--- src/shared/cgc_pkg.sv ---
// Purpose: Constants for the conference tone and gain control block
// Assumes: 25 MHz system clock, 9-bit register address, 8-bit data
// Notes:   Offsets are word addresses on the plain register port
package cgc_pkg;
  localparam int          AW          = 9;
  localparam logic [8:0]  A_BRIDGE    = 9'h100;
  localparam logic [8:0]  A_IRQST     = 9'h101;
  localparam logic [8:0]  A_IRQMASK   = 9'h102;
  localparam logic [8:0]  A_OVFID     = 9'h103;
  localparam logic [8:0]  A_PARTY0    = 9'h110;
  localparam logic [8:0]  A_CMH0      = 9'h060;
  localparam logic [8:0]  A_CML0      = 9'h160;
  localparam int          PARTIES     = 15;
  localparam int          CONFS       = 5;
  localparam logic [3:0]  TONE_ENTRY  = 4'hF;
  // Bridge control fields
  localparam int          BC_ON       = 0;
  localparam int          BC_PER      = 1;
  localparam int          BC_LAW      = 4;
  localparam int          BC_RST      = 7;
  localparam logic [7:0]  BC_RESET    = 8'h00;
  localparam int          IRQ_OVF     = 1;
  localparam int          MASK_OVF    = 1;
  localparam logic [7:0]  MASK_RESET  = 8'h00;
  // Party control fields
  localparam int          PC_LEAD     = 3;
  localparam int          PC_TONE     = 4;
  localparam int          PC_GAIN     = 5;
  // Connect map high fields
  localparam int          CMH_INV     = 5;
  localparam int          CMH_DRIVE   = 6;
  localparam int          CMH_DELAY   = 7;
  localparam logic [4:0]  LVL_UNITY   = 5'h03;
  localparam logic [4:0]  LVL_MUTE    = 5'h1F;
  localparam logic [12:0] CLIP_MU     = 13'd8031;
  localparam logic [12:0] CLIP_A      = 13'd4032;
  localparam int          SUM_MAX     = 8191;
  localparam int          SUM_MIN     = -8192;
  // Q8 gain mantissas for one 6 dB octave, and 3 dB conference steps
  localparam logic [5:0][9:0] LVL_MANT =
    {10'd144, 10'd161, 10'd181, 10'd203, 10'd228, 10'd256};
  localparam logic [3:0][9:0] CONF_GAIN =
    {10'd91, 10'd128, 10'd181, 10'd256};
  localparam int          CLK_NS      = 40;
  localparam int          TONE_STEP_NS = 125000000;
  localparam int          TONE_STEP_CYC = TONE_STEP_NS / CLK_NS;
endpackage : cgc_pkg

--- src/rtl/cgc_conference_gain.sv ---
// Purpose: Conference bridge control, tone insertion and PCM gain path
// Assumes: Samples arrive one per cycle, frameStart marks frame edges
// Notes:   Functional notes below
// Functional notes
// - Joining party with tone flag adds tone to its conference output
// - Any buffer location may be tone source; its PCM is added
// - Tone period 0.125 s to 1.0 s, timed from party write
// - Detect 14-bit conference sum overflow and which conference
// - Overflow sets status bit, raises interrupt, captures conference
// - Status read clears flag; no new interrupt while flag set
// - Mask bit 1 gates interrupt but never blocks ID capture
// - Captured ID held until read, bridge reset or device reset
// - Same overflow limit both laws; clip to 8031 or 4032
// - Lead party write drops older parties of that conference
// - Resets clear every party control, conference IDs go null
// - Conference ID 0 disconnects; host clears drive_slot
// - Channel gain +3 to -27 dB in 1 dB steps plus mute
// - Conference in and out gain 0 to -9 dB in 3 dB steps
// - PCM channel at 0 dB bypasses; else expand, scale, recompress to 8 bit
// - Tone and bridge kept linear, then channel gain and compress
// - 15 parties, 5 conferences, output excludes own contribution
// - Bridge inputs from map entries 60-6E, outputs per party
// - Delay mode chosen per connection by delay_select
`timescale 1ns/1ps
module cgc_conference_gain #(
  parameter int TONE_STEP = cgc_pkg::TONE_STEP_CYC
) (
  input  wire logic                 clk_sys,
  input  wire logic                 rst_n,
  input  wire logic [cgc_pkg::AW-1:0] addr,
  input  wire logic [7:0]           wrData,
  input  wire logic                 wrEn,
  input  wire logic                 rdEn,
  output logic      [7:0]           rdData,
  output logic                      irq,
  input  wire logic                 frameStart,
  input  wire logic                 inValid,
  input  wire logic [3:0]           inParty,
  input  wire logic [7:0]           inPcm,
  input  wire logic                 toneValid,
  input  wire logic [7:0]           tonePcm,
  output logic      [7:0]           toneSrcAddr,
  input  wire logic                 outReq,
  input  wire logic [3:0]           outParty,
  output logic                      outValid,
  output logic signed [13:0]        outLin,
  input  wire logic                 chReq,
  input  wire logic [4:0]           chLevel,
  input  wire logic                 chLinear,
  input  wire logic [13:0]          chData,
  output logic                      chValid,
  output logic      [7:0]           chPcm,
  output logic      [15:0]          driveSlot,
  output logic      [15:0]          delayConst
);
  import cgc_pkg::*;

  function automatic logic signed [13:0] expand(input logic [7:0] c);
    logic [12:0] m;
    m = (c[6:4] == 3'd0) ? {8'd0, c[3:0], 1'b1}
      : 13'({7'd0, 1'b1, c[3:0], 1'b1} << (c[6:4] - 3'd1));
    return c[7] ? -$signed({1'b0, m}) : $signed({1'b0, m});
  endfunction : expand

  function automatic logic [7:0] compress(input logic signed [13:0] v,
                                          input logic [12:0] lim);
    logic [13:0] a;
    logic [12:0] m;
    logic [2:0]  s;
    logic [3:0]  t;
    a = v[13] ? 14'(-v) : 14'(v);
    m = (a > {1'b0, lim}) ? lim : a[12:0];
    s = 3'd0;
    for (int i = 1; i < 8; i++) begin
      if (m >= 13'(32 << (i - 1))) s = 3'(i);
    end
    t = (s == 3'd0) ? m[4:1] : 4'(m >> s);
    if (m[12]) t = 4'hF;
    return {v[13], s, t};
  endfunction : compress

  function automatic logic signed [13:0] clip14(input logic signed [17:0] x);
    if (x > SUM_MAX) return 14'sh1FFF;
    if (x < SUM_MIN) return 14'sh2000;
    return x[13:0];
  endfunction : clip14

  function automatic logic signed [15:0] scale(input logic signed [13:0] x,
                                               input logic [9:0] g);
    logic signed [24:0] p;
    p = x * $signed({1'b0, g});
    return p[23:8];
  endfunction : scale

  function automatic logic [9:0] lvlGain(input logic [4:0] lv);
    logic [5:0] k;
    k = 6'(lv) + 6'd3;
    return 10'({LVL_MANT[k % 6], 1'b0} >> (k / 6));
  endfunction : lvlGain

  ////////////////////////////////////////////////////////////////////////
  // Register state and decode
  logic [7:0]         bridgeCtrl;
  logic [7:0]         irqMask;
  logic               ovfFlag;
  logic [2:0]         ovfId;
  logic [6:0]         partyCtrl [PARTIES];
  logic [7:0]         connect_map_low [16];
  logic [7:0]         connect_map_high [16];
  logic signed [17:0] acc [CONFS];
  logic signed [17:0] confSum [CONFS];
  logic signed [13:0] own [PARTIES];
  logic signed [13:0] ownF [PARTIES];
  logic signed [13:0] toneLin;
  logic [31:0]        toneCnt [CONFS];
  logic [CONFS-1:0]   toneAct;
  logic [CONFS-1:0]   ovfVec;
  logic [2:0]         newId;

  wire       bridgeOn  = bridgeCtrl[BC_ON];
  wire       hitParty  = addr >= A_PARTY0 && addr < A_PARTY0 + 9'd15;
  wire [3:0] wIdx      = addr[3:0];
  wire       hitCml    = addr[8:4] == A_CML0[8:4];
  wire       hitCmh    = addr[8:4] == A_CMH0[8:4];
  wire       partyWr   = wrEn && hitParty;
  wire [2:0] wrId      = wrData[2:0];
  wire       leadWr    = partyWr && wrData[PC_LEAD] && wrId != 3'd0;
  wire       blkClr    = wrEn && addr == A_BRIDGE && wrData[BC_RST];
  wire       irqRd     = rdEn && addr == A_IRQST;
  wire       idRd      = rdEn && addr == A_OVFID;
  wire       ovfEvent  = frameStart && bridgeOn && |ovfVec;
  wire [12:0] lawLim   = bridgeCtrl[BC_LAW] ? CLIP_A : CLIP_MU;

  always_comb begin
    newId = 3'd0;
    for (int c = CONFS - 1; c >= 0; c--) begin
      if (ovfVec[c]) newId = 3'(c + 1);
    end
  end

  always_ff @(posedge clk_sys or negedge rst_n) begin
    if (!rst_n) begin
      bridgeCtrl <= BC_RESET;
      irqMask    <= MASK_RESET;
    end else if (wrEn) begin
      if (addr == A_BRIDGE) bridgeCtrl <= {1'b0, wrData[6:0]};
      else if (addr == A_IRQMASK) irqMask <= wrData;
    end
  end

  always_ff @(posedge clk_sys or negedge rst_n) begin
    if (!rst_n) begin
      ovfFlag <= 1'b0;
      ovfId   <= 3'd0;
    end else begin
      ovfFlag <= ovfEvent | (ovfFlag & ~irqRd);
      if (blkClr) ovfId <= 3'd0;
      else if (ovfEvent && (ovfId == 3'd0 || idRd)) ovfId <= newId;
      else if (idRd) ovfId <= 3'd0;
    end
  end

  assign irq = ovfFlag & irqMask[MASK_OVF];

  always_ff @(posedge clk_sys or negedge rst_n) begin
    if (!rst_n) begin
      for (int i = 0; i < 16; i++) begin
        connect_map_low[i] <= 8'h00;
        connect_map_high[i] <= 8'h00;
      end
    end else if (wrEn && hitCml) begin
      connect_map_low[wIdx] <= wrData;
    end else if (wrEn && hitCmh) begin
      connect_map_high[wIdx] <= wrData;
    end
  end

  ////////////////////////////////////////////////////////////////////////
  // Party control, tone timers, accumulators
  wire [2:0]  inId    = partyCtrl[inParty][2:0];
  wire [7:0]  inCmh   = connect_map_high[inParty];
  wire signed [15:0] inScaled = scale(expand(inPcm), CONF_GAIN[inCmh[1:0]]);
  wire signed [13:0] inGained = inCmh[CMH_INV] ? -inScaled[13:0]
                                               : inScaled[13:0];
  wire        inOk    = inValid && bridgeOn && inParty < 4'd15;

  genvar p, c;
  generate
    for (p = 0; p < PARTIES; p++) begin : g_party
      always_ff @(posedge clk_sys or negedge rst_n) begin
        if (!rst_n) partyCtrl[p] <= 7'd0;
        else if (blkClr) partyCtrl[p] <= 7'd0;
        else if (partyWr && wIdx == 4'(p)) partyCtrl[p] <= wrData[6:0];
        else if (leadWr && partyCtrl[p][2:0] == wrId)
          partyCtrl[p] <= 7'd0;
      end
      always_ff @(posedge clk_sys or negedge rst_n) begin
        if (!rst_n) begin
          own[p]  <= 14'sd0;
          ownF[p] <= 14'sd0;
        end else begin
          if (inOk && inParty == 4'(p)) own[p] <= inGained;
          if (frameStart) ownF[p] <= own[p];
        end
      end
    end
    for (c = 0; c < CONFS; c++) begin : g_conf
      wire toneGo = partyWr && bridgeOn && wrData[PC_TONE]
                    && wrId == 3'(c + 1);
      assign ovfVec[c] = acc[c] > SUM_MAX || acc[c] < SUM_MIN;
      assign toneAct[c] = toneCnt[c] != 32'd0;
      always_ff @(posedge clk_sys or negedge rst_n) begin
        if (!rst_n) toneCnt[c] <= 32'd0;
        else if (blkClr) toneCnt[c] <= 32'd0;
        else if (toneGo)
          toneCnt[c] <= 32'(({29'd0, bridgeCtrl[BC_PER +: 3]} + 32'd1)
                            * TONE_STEP);
        else if (toneAct[c]) toneCnt[c] <= toneCnt[c] - 32'd1;
      end
      always_ff @(posedge clk_sys or negedge rst_n) begin
        if (!rst_n) begin
          acc[c]     <= 18'sd0;
          confSum[c] <= 18'sd0;
        end else if (blkClr) begin
          acc[c]     <= 18'sd0;
          confSum[c] <= 18'sd0;
        end else if (frameStart) begin
          acc[c]     <= 18'sd0;
          confSum[c] <= acc[c];
        end else if (inOk && inId == 3'(c + 1)) begin
          acc[c] <= acc[c] + 18'(inGained);
        end
      end
    end
  endgenerate

  always_ff @(posedge clk_sys or negedge rst_n) begin
    if (!rst_n) toneLin <= 14'sd0;
    else if (toneValid)
      toneLin <= clip14(18'(scale(expand(tonePcm),
                                  lvlGain(connect_map_high[TONE_ENTRY][4:0]))));
  end

  assign toneSrcAddr = connect_map_low[TONE_ENTRY];

  ////////////////////////////////////////////////////////////////////////
  // Bridge output and channel gain stage
  wire [6:0]  oPc   = partyCtrl[outParty];
  wire [2:0]  oIdx  = (oPc[2:0] == 3'd0 || oPc[2:0] > 3'd5) ? 3'd0
                      : oPc[2:0] - 3'd1;
  wire signed [13:0] oTone = (toneAct[oIdx] && oPc[PC_TONE]) ? toneLin
                             : 14'sd0;
  wire signed [13:0] oMix  = clip14(confSum[oIdx] - 18'(ownF[outParty])
                                    + 18'(oTone));
  wire signed [15:0] oGain = scale(oMix, CONF_GAIN[oPc[6:5]]);
  wire signed [13:0] chIn  = chLinear ? chData : expand(chData[7:0]);
  wire signed [15:0] chMul = scale(chIn, lvlGain(chLevel));
  wire [7:0]  chOut = (!chLinear && chLevel == LVL_UNITY) ? chData[7:0]
                    : (chLevel == LVL_MUTE) ? compress(14'sd0, lawLim)
                    : compress(clip14(18'(chMul)), lawLim);

  always_ff @(posedge clk_sys or negedge rst_n) begin
    if (!rst_n) begin
      outValid <= 1'b0;
      outLin   <= 14'sd0;
      chValid  <= 1'b0;
      chPcm    <= 8'h00;
    end else begin
      outValid <= outReq;
      chValid  <= chReq;
      if (outReq) outLin <= (oPc[2:0] == 3'd0) ? 14'sd0
                            : clip14(18'(oGain));
      if (chReq) chPcm <= chOut;
    end
  end

  generate
    for (p = 0; p < 16; p++) begin : g_map
      assign driveSlot[p]  = connect_map_high[p][CMH_DRIVE];
      assign delayConst[p] = connect_map_high[p][CMH_DELAY];
    end
  endgenerate

  always_ff @(posedge clk_sys or negedge rst_n) begin
    if (!rst_n) rdData <= 8'h00;
    else if (!rdEn) rdData <= 8'h00;
    else if (addr == A_BRIDGE) rdData <= bridgeCtrl;
    else if (addr == A_IRQST) rdData <= 8'({ovfFlag, 1'b0});
    else if (addr == A_IRQMASK) rdData <= irqMask;
    else if (addr == A_OVFID) rdData <= {5'd0, ovfId};
    else if (hitParty) rdData <= {1'b0, partyCtrl[wIdx]};
    else if (hitCml) rdData <= connect_map_low[wIdx];
    else if (hitCmh) rdData <= connect_map_high[wIdx];
    else rdData <= 8'h00;
  end
endmodule : cgc_conference_gain

--- config.mk ---
export PLATFORM = sky130hd
export DESIGN_NAME = cgc_conference_gain
export DESIGN_NICKNAME = d
export VERILOG_FILES = /design/src/shared/cgc_pkg.sv /design/src/rtl/cgc_conference_gain.sv
export SDC_FILE = /design/constraint.sdc
export NUM_CORES = 2
export LEC_CHECK = 0
export BUFFER_PORTS_ARGS = -buffer_cell sky130_fd_sc_hd__buf_2
export CORE_MARGIN = 10
export CORE_UTILIZATION = 55
export DETAILED_ROUTE_END_ITERATION = 16
export PLACE_DENSITY = 0.81
export SETUP_SLACK_MARGIN = 0.1
export SKIP_CTS_REPAIR_TIMING = 1
export SYNTH_ARGS = -nofsm -noshare
export SYNTH_HDL_FRONTEND = slang
export SYNTH_SLANG_ARGS = --single-unit
--- constraint.sdc ---
create_clock -name clk_sys -period 15.5 [get_ports clk_sys]
set_input_delay 0.775 -clock clk_sys [delete_from_list [all_inputs] [get_ports clk_sys]]
set_output_delay 0.775 -clock clk_sys [all_outputs]
set_load 0.005 [all_outputs]
==> results.yml <==
status:
  outcome: "finished, final reports clean"
min_path:
  hold_class: "input pin to asynchronous set/reset pin"
finish:
  layout_commonest_cell: "dfrtp_1"
  drive_above_1_share: 0.1487
  ff_latch_area_um2: 29680
  syn_to_final_growth_pct: 7.683
  multi_input_area_um2: 50350
  final_cell_mix: "1186 x dfrtp_1, 807 x inv_1, 755 x nand2_1"
  stdcell_count: 10366
  final_cell_area_um2: 91370
  fillers: 11998
  fin_nets: 9154
  fin_util: 0.5945
worst_setup_path:
  path_depth: 56
  worst_r2r_endpoint: "outLin[11]"
  crit_path_start: "chLevel[0]"
  reg2reg_from: "toneCnt[32]"
  critPathCapture: "chPcm[2]"
  crit_required_ps: 16120
  critPathSlowestCell: "o311ai_1"
  regToRegSetupSlack_ps: 1210
  crit_path_end_kind: "flip-flop"
  critPathTopFamily: "compound AO/OA/AOI/OAI gates"
  ff2ff_path_depth: 56
  arrival_ps: 14940
  path_max_fanout: 14
  critPathLaunchType: "input pin"
  crit_buf_inv: 8
  cpPeakStageDelay_ps: 580
  path_class: "input pin to flip-flop"
floorplan:
  ios: 143
  dieArea_um2: 170400
  start_util: 0.5521
  row_count: 144
  die_width_um: 412.8
  die_y_um: 412.8
  core_area_um2: 153700
route:
  vias_per_cell: 6.125
  wl_per_cell_um: 21.42
  drtPass1Iterations: 7
  wl_um: 222000
  drc: 0
  vias: 63493
  ant_nets: 0
  drt_iter0_drc: 6033
placement:
  routabilityCongestion: 0.9448
  post-dp-hpwl_um: 156900
  port_buffers: 142
  dp_slack_ps: 503.6
  place_area_um2: 87130
  dp.cells: 10146
logic_synthesis:
  synth_edf_count: 0
  async_flop_share: 1.000
  ys_types: 113
  yosysSeqAreaShare: 0.3498
  syn_area_um2: 84850
  synth_cells: 8313
  synth_top_area_share: 0.3498
  avgSynthCellArea_um2: 10.21
  synth_ff_type: "dfrtp_1"
  synth_warnings: 0
  synth_area_leaders: "dfrtp_1 35%, fa_1 12%, mux2_2 6.5%"
  syn-num-nets: 9248
  synth_largest_area_cell: "dfrtp_1"
  ys_ff_latch: 1186
clock_network:
  clk_pin_slew_worst_paths_ps: 60
  cts-root-buf: "clkbuf_16"
  clk_path_buf_depth: 3
  htree_levels: 3
  cts_tree: "yes"
  cts.sink_count: 1186
  cts_made_buffers: 115
  clkLatencyLatePin_ps: 760
sta:
  clock_skew_ps: 44.89
  finalHoldViolCount: 0
  rsz0062_at_grt: "no"
  fin_crit_sh: 0.9237
  maxSlewHeadroom: 0.1231
  finalSetupTns_ps: 0
  tightestPinTransition_ps: 1302
  holdWs_ps: 132.1
  setup_viol: 0
  final-max-slew-violation-count: 0
  fmax_ghz: 0.06984
  finalCriticalPeriod_ps: 14320
  setup_ws_ps: 1182
pwr:
  p_clk_frac: 0.141
  power.leakage_nw: 44.65
  pwr-share-comb: 0.698
  power_density_nw_per_um2: 239.2
  vdd_ir_drop_max_v: 0.0008091
  p_seq_frac: 0.161
  p_int_mw: 10.88
  p_sw_mw: 10.98
  p_sw_frac: 0.5022
  totalPowerFinal_mw: 21.86
global_routing:
  grt_pass1_vias: 65508
  grt_max_degree: 192
  grt_use_total: 0.2571
  antenna_found_initial: 10
  grt_pass1_wl_um: 356400
  grt-ovfl-total: 0
job:
  max_cap_violations: 0
-- area by class of cell --
cell class,instances,share of cell area
diodes,8,0.0002191
clock buffers,157,0.03684
clock inverters,55,0.009093
inverters,809,0.03324
multi-input cells,5866,0.5511
flip-flops and latches,1186,0.3248
well taps,2044,0.02799
repair buffers,241,0.01669
-- synthesized netlist by cell type, types with 60 or more instances --
| library cell | number |
|---|---|
| nand3_1 | 80 |
| nand2b_1 | 79 |
| xor2_1 | 210 |
| mux2i_1 | 237 |
| nand2_1 | 755 |
| a211oi_1 | 131 |
| a21o_1 | 104 |
| a21oi_1 | 275 |
| a22o_1 | 108 |
| and2_1 | 102 |
| nor2_1 | 727 |
| mux2_2 | 493 |
| inv_1 | 807 |
| xnor2_1 | 212 |
| or3_1 | 60 |
| ha_1 | 375 |
| mux4_2 | 209 |
| fa_1 | 490 |
| dfrtp_1 | 1186 |
| nor2b_1 | 116 |
| nor3_1 | 138 |
| o21ai_0 | 373 |
| clkbuf_1 | 360 |
-- power by group through the flow --
stage / Combinational, mW / Sequential [mW] / Clock (mW)
floorplan: 11.6 / 3.52 / 0
global placement: 14.7 / 3.56 / 0
detailed placement: 14.9 / 3.57 / 0
CTS: 15.0 / 3.52 / 3.09
global route: 17.1 / 3.55 / 3.22
finish: 15.3 / 3.53 / 3.07
-- sequential cells by signal, indices dropped and copies added, names as in the netlist, 3 cells and up --
signal and count:
bridgeCtrl 7, confSum 90, outLin 14, ownF 210, connect_map_low 120, ovfId 3
connect_map_high 96, toneSrcAddr 8, delayConst 16, driveSlot 16, partyCtrl 105, own 210
toneLin 14, irqMask 8, chPcm 8, toneCnt 160, acc 90, rdData 8
-- metal layers --
| layer | track usage | wire [µm] |
|---|---|---|
| met3 | 0.04722 | 16840 |
| met5 | 0 | 35 |
| met1 | 0.3326 | 88400 |
| met4 | 0.1180 | 11190 |
| met2 | 0.4205 | 105600 |
-- worst min-delay path by stage --
| stage | from | end | slack (ps) | depth (start not counted) |
|---|---|---|---|---|
| after CTS | rst_n | connect_map_low[13] | 180 | 1 |
| final | rst_n | connect_map_low[14] | 130 | 1 |
| after detailed placement | own[105] | own[105] | 460 | 2 |
| after global routing | rst_n | connect_map_low[13] | 210 | 1 |
| after global placement | own[5] | own[5] | 450 | 2 |
| after floorplan | own[103] | own[103] | 440 | 2 |
-- cell families after synthesis --
family,after synthesis,share of synthesized area
simple gates,2309,0.1254
compound gates,1326,0.1026
buf+inv,1261,0.05811
flops,1186,0.3498
mux,941,0.1492
fa+ha+maj,866,0.1710
xor+xnor,423,0.04383
other cells,1,0.00004420
-- worst reg2reg max path: cells and delay by family, from the launching register on --
family / cells / cell delay (ps)
buffers and inverters: 7 / 780
AND/OR/NAND/NOR: 21 / 5300
XOR/XNOR: 1 / 410
adder cells (fa/ha/maj): 9 / 3690
AO/OA/AOI/OAI: 18 / 3570
flip-flops: 1 / 400
Note: power is estimated with default switching activity, not from simulation.
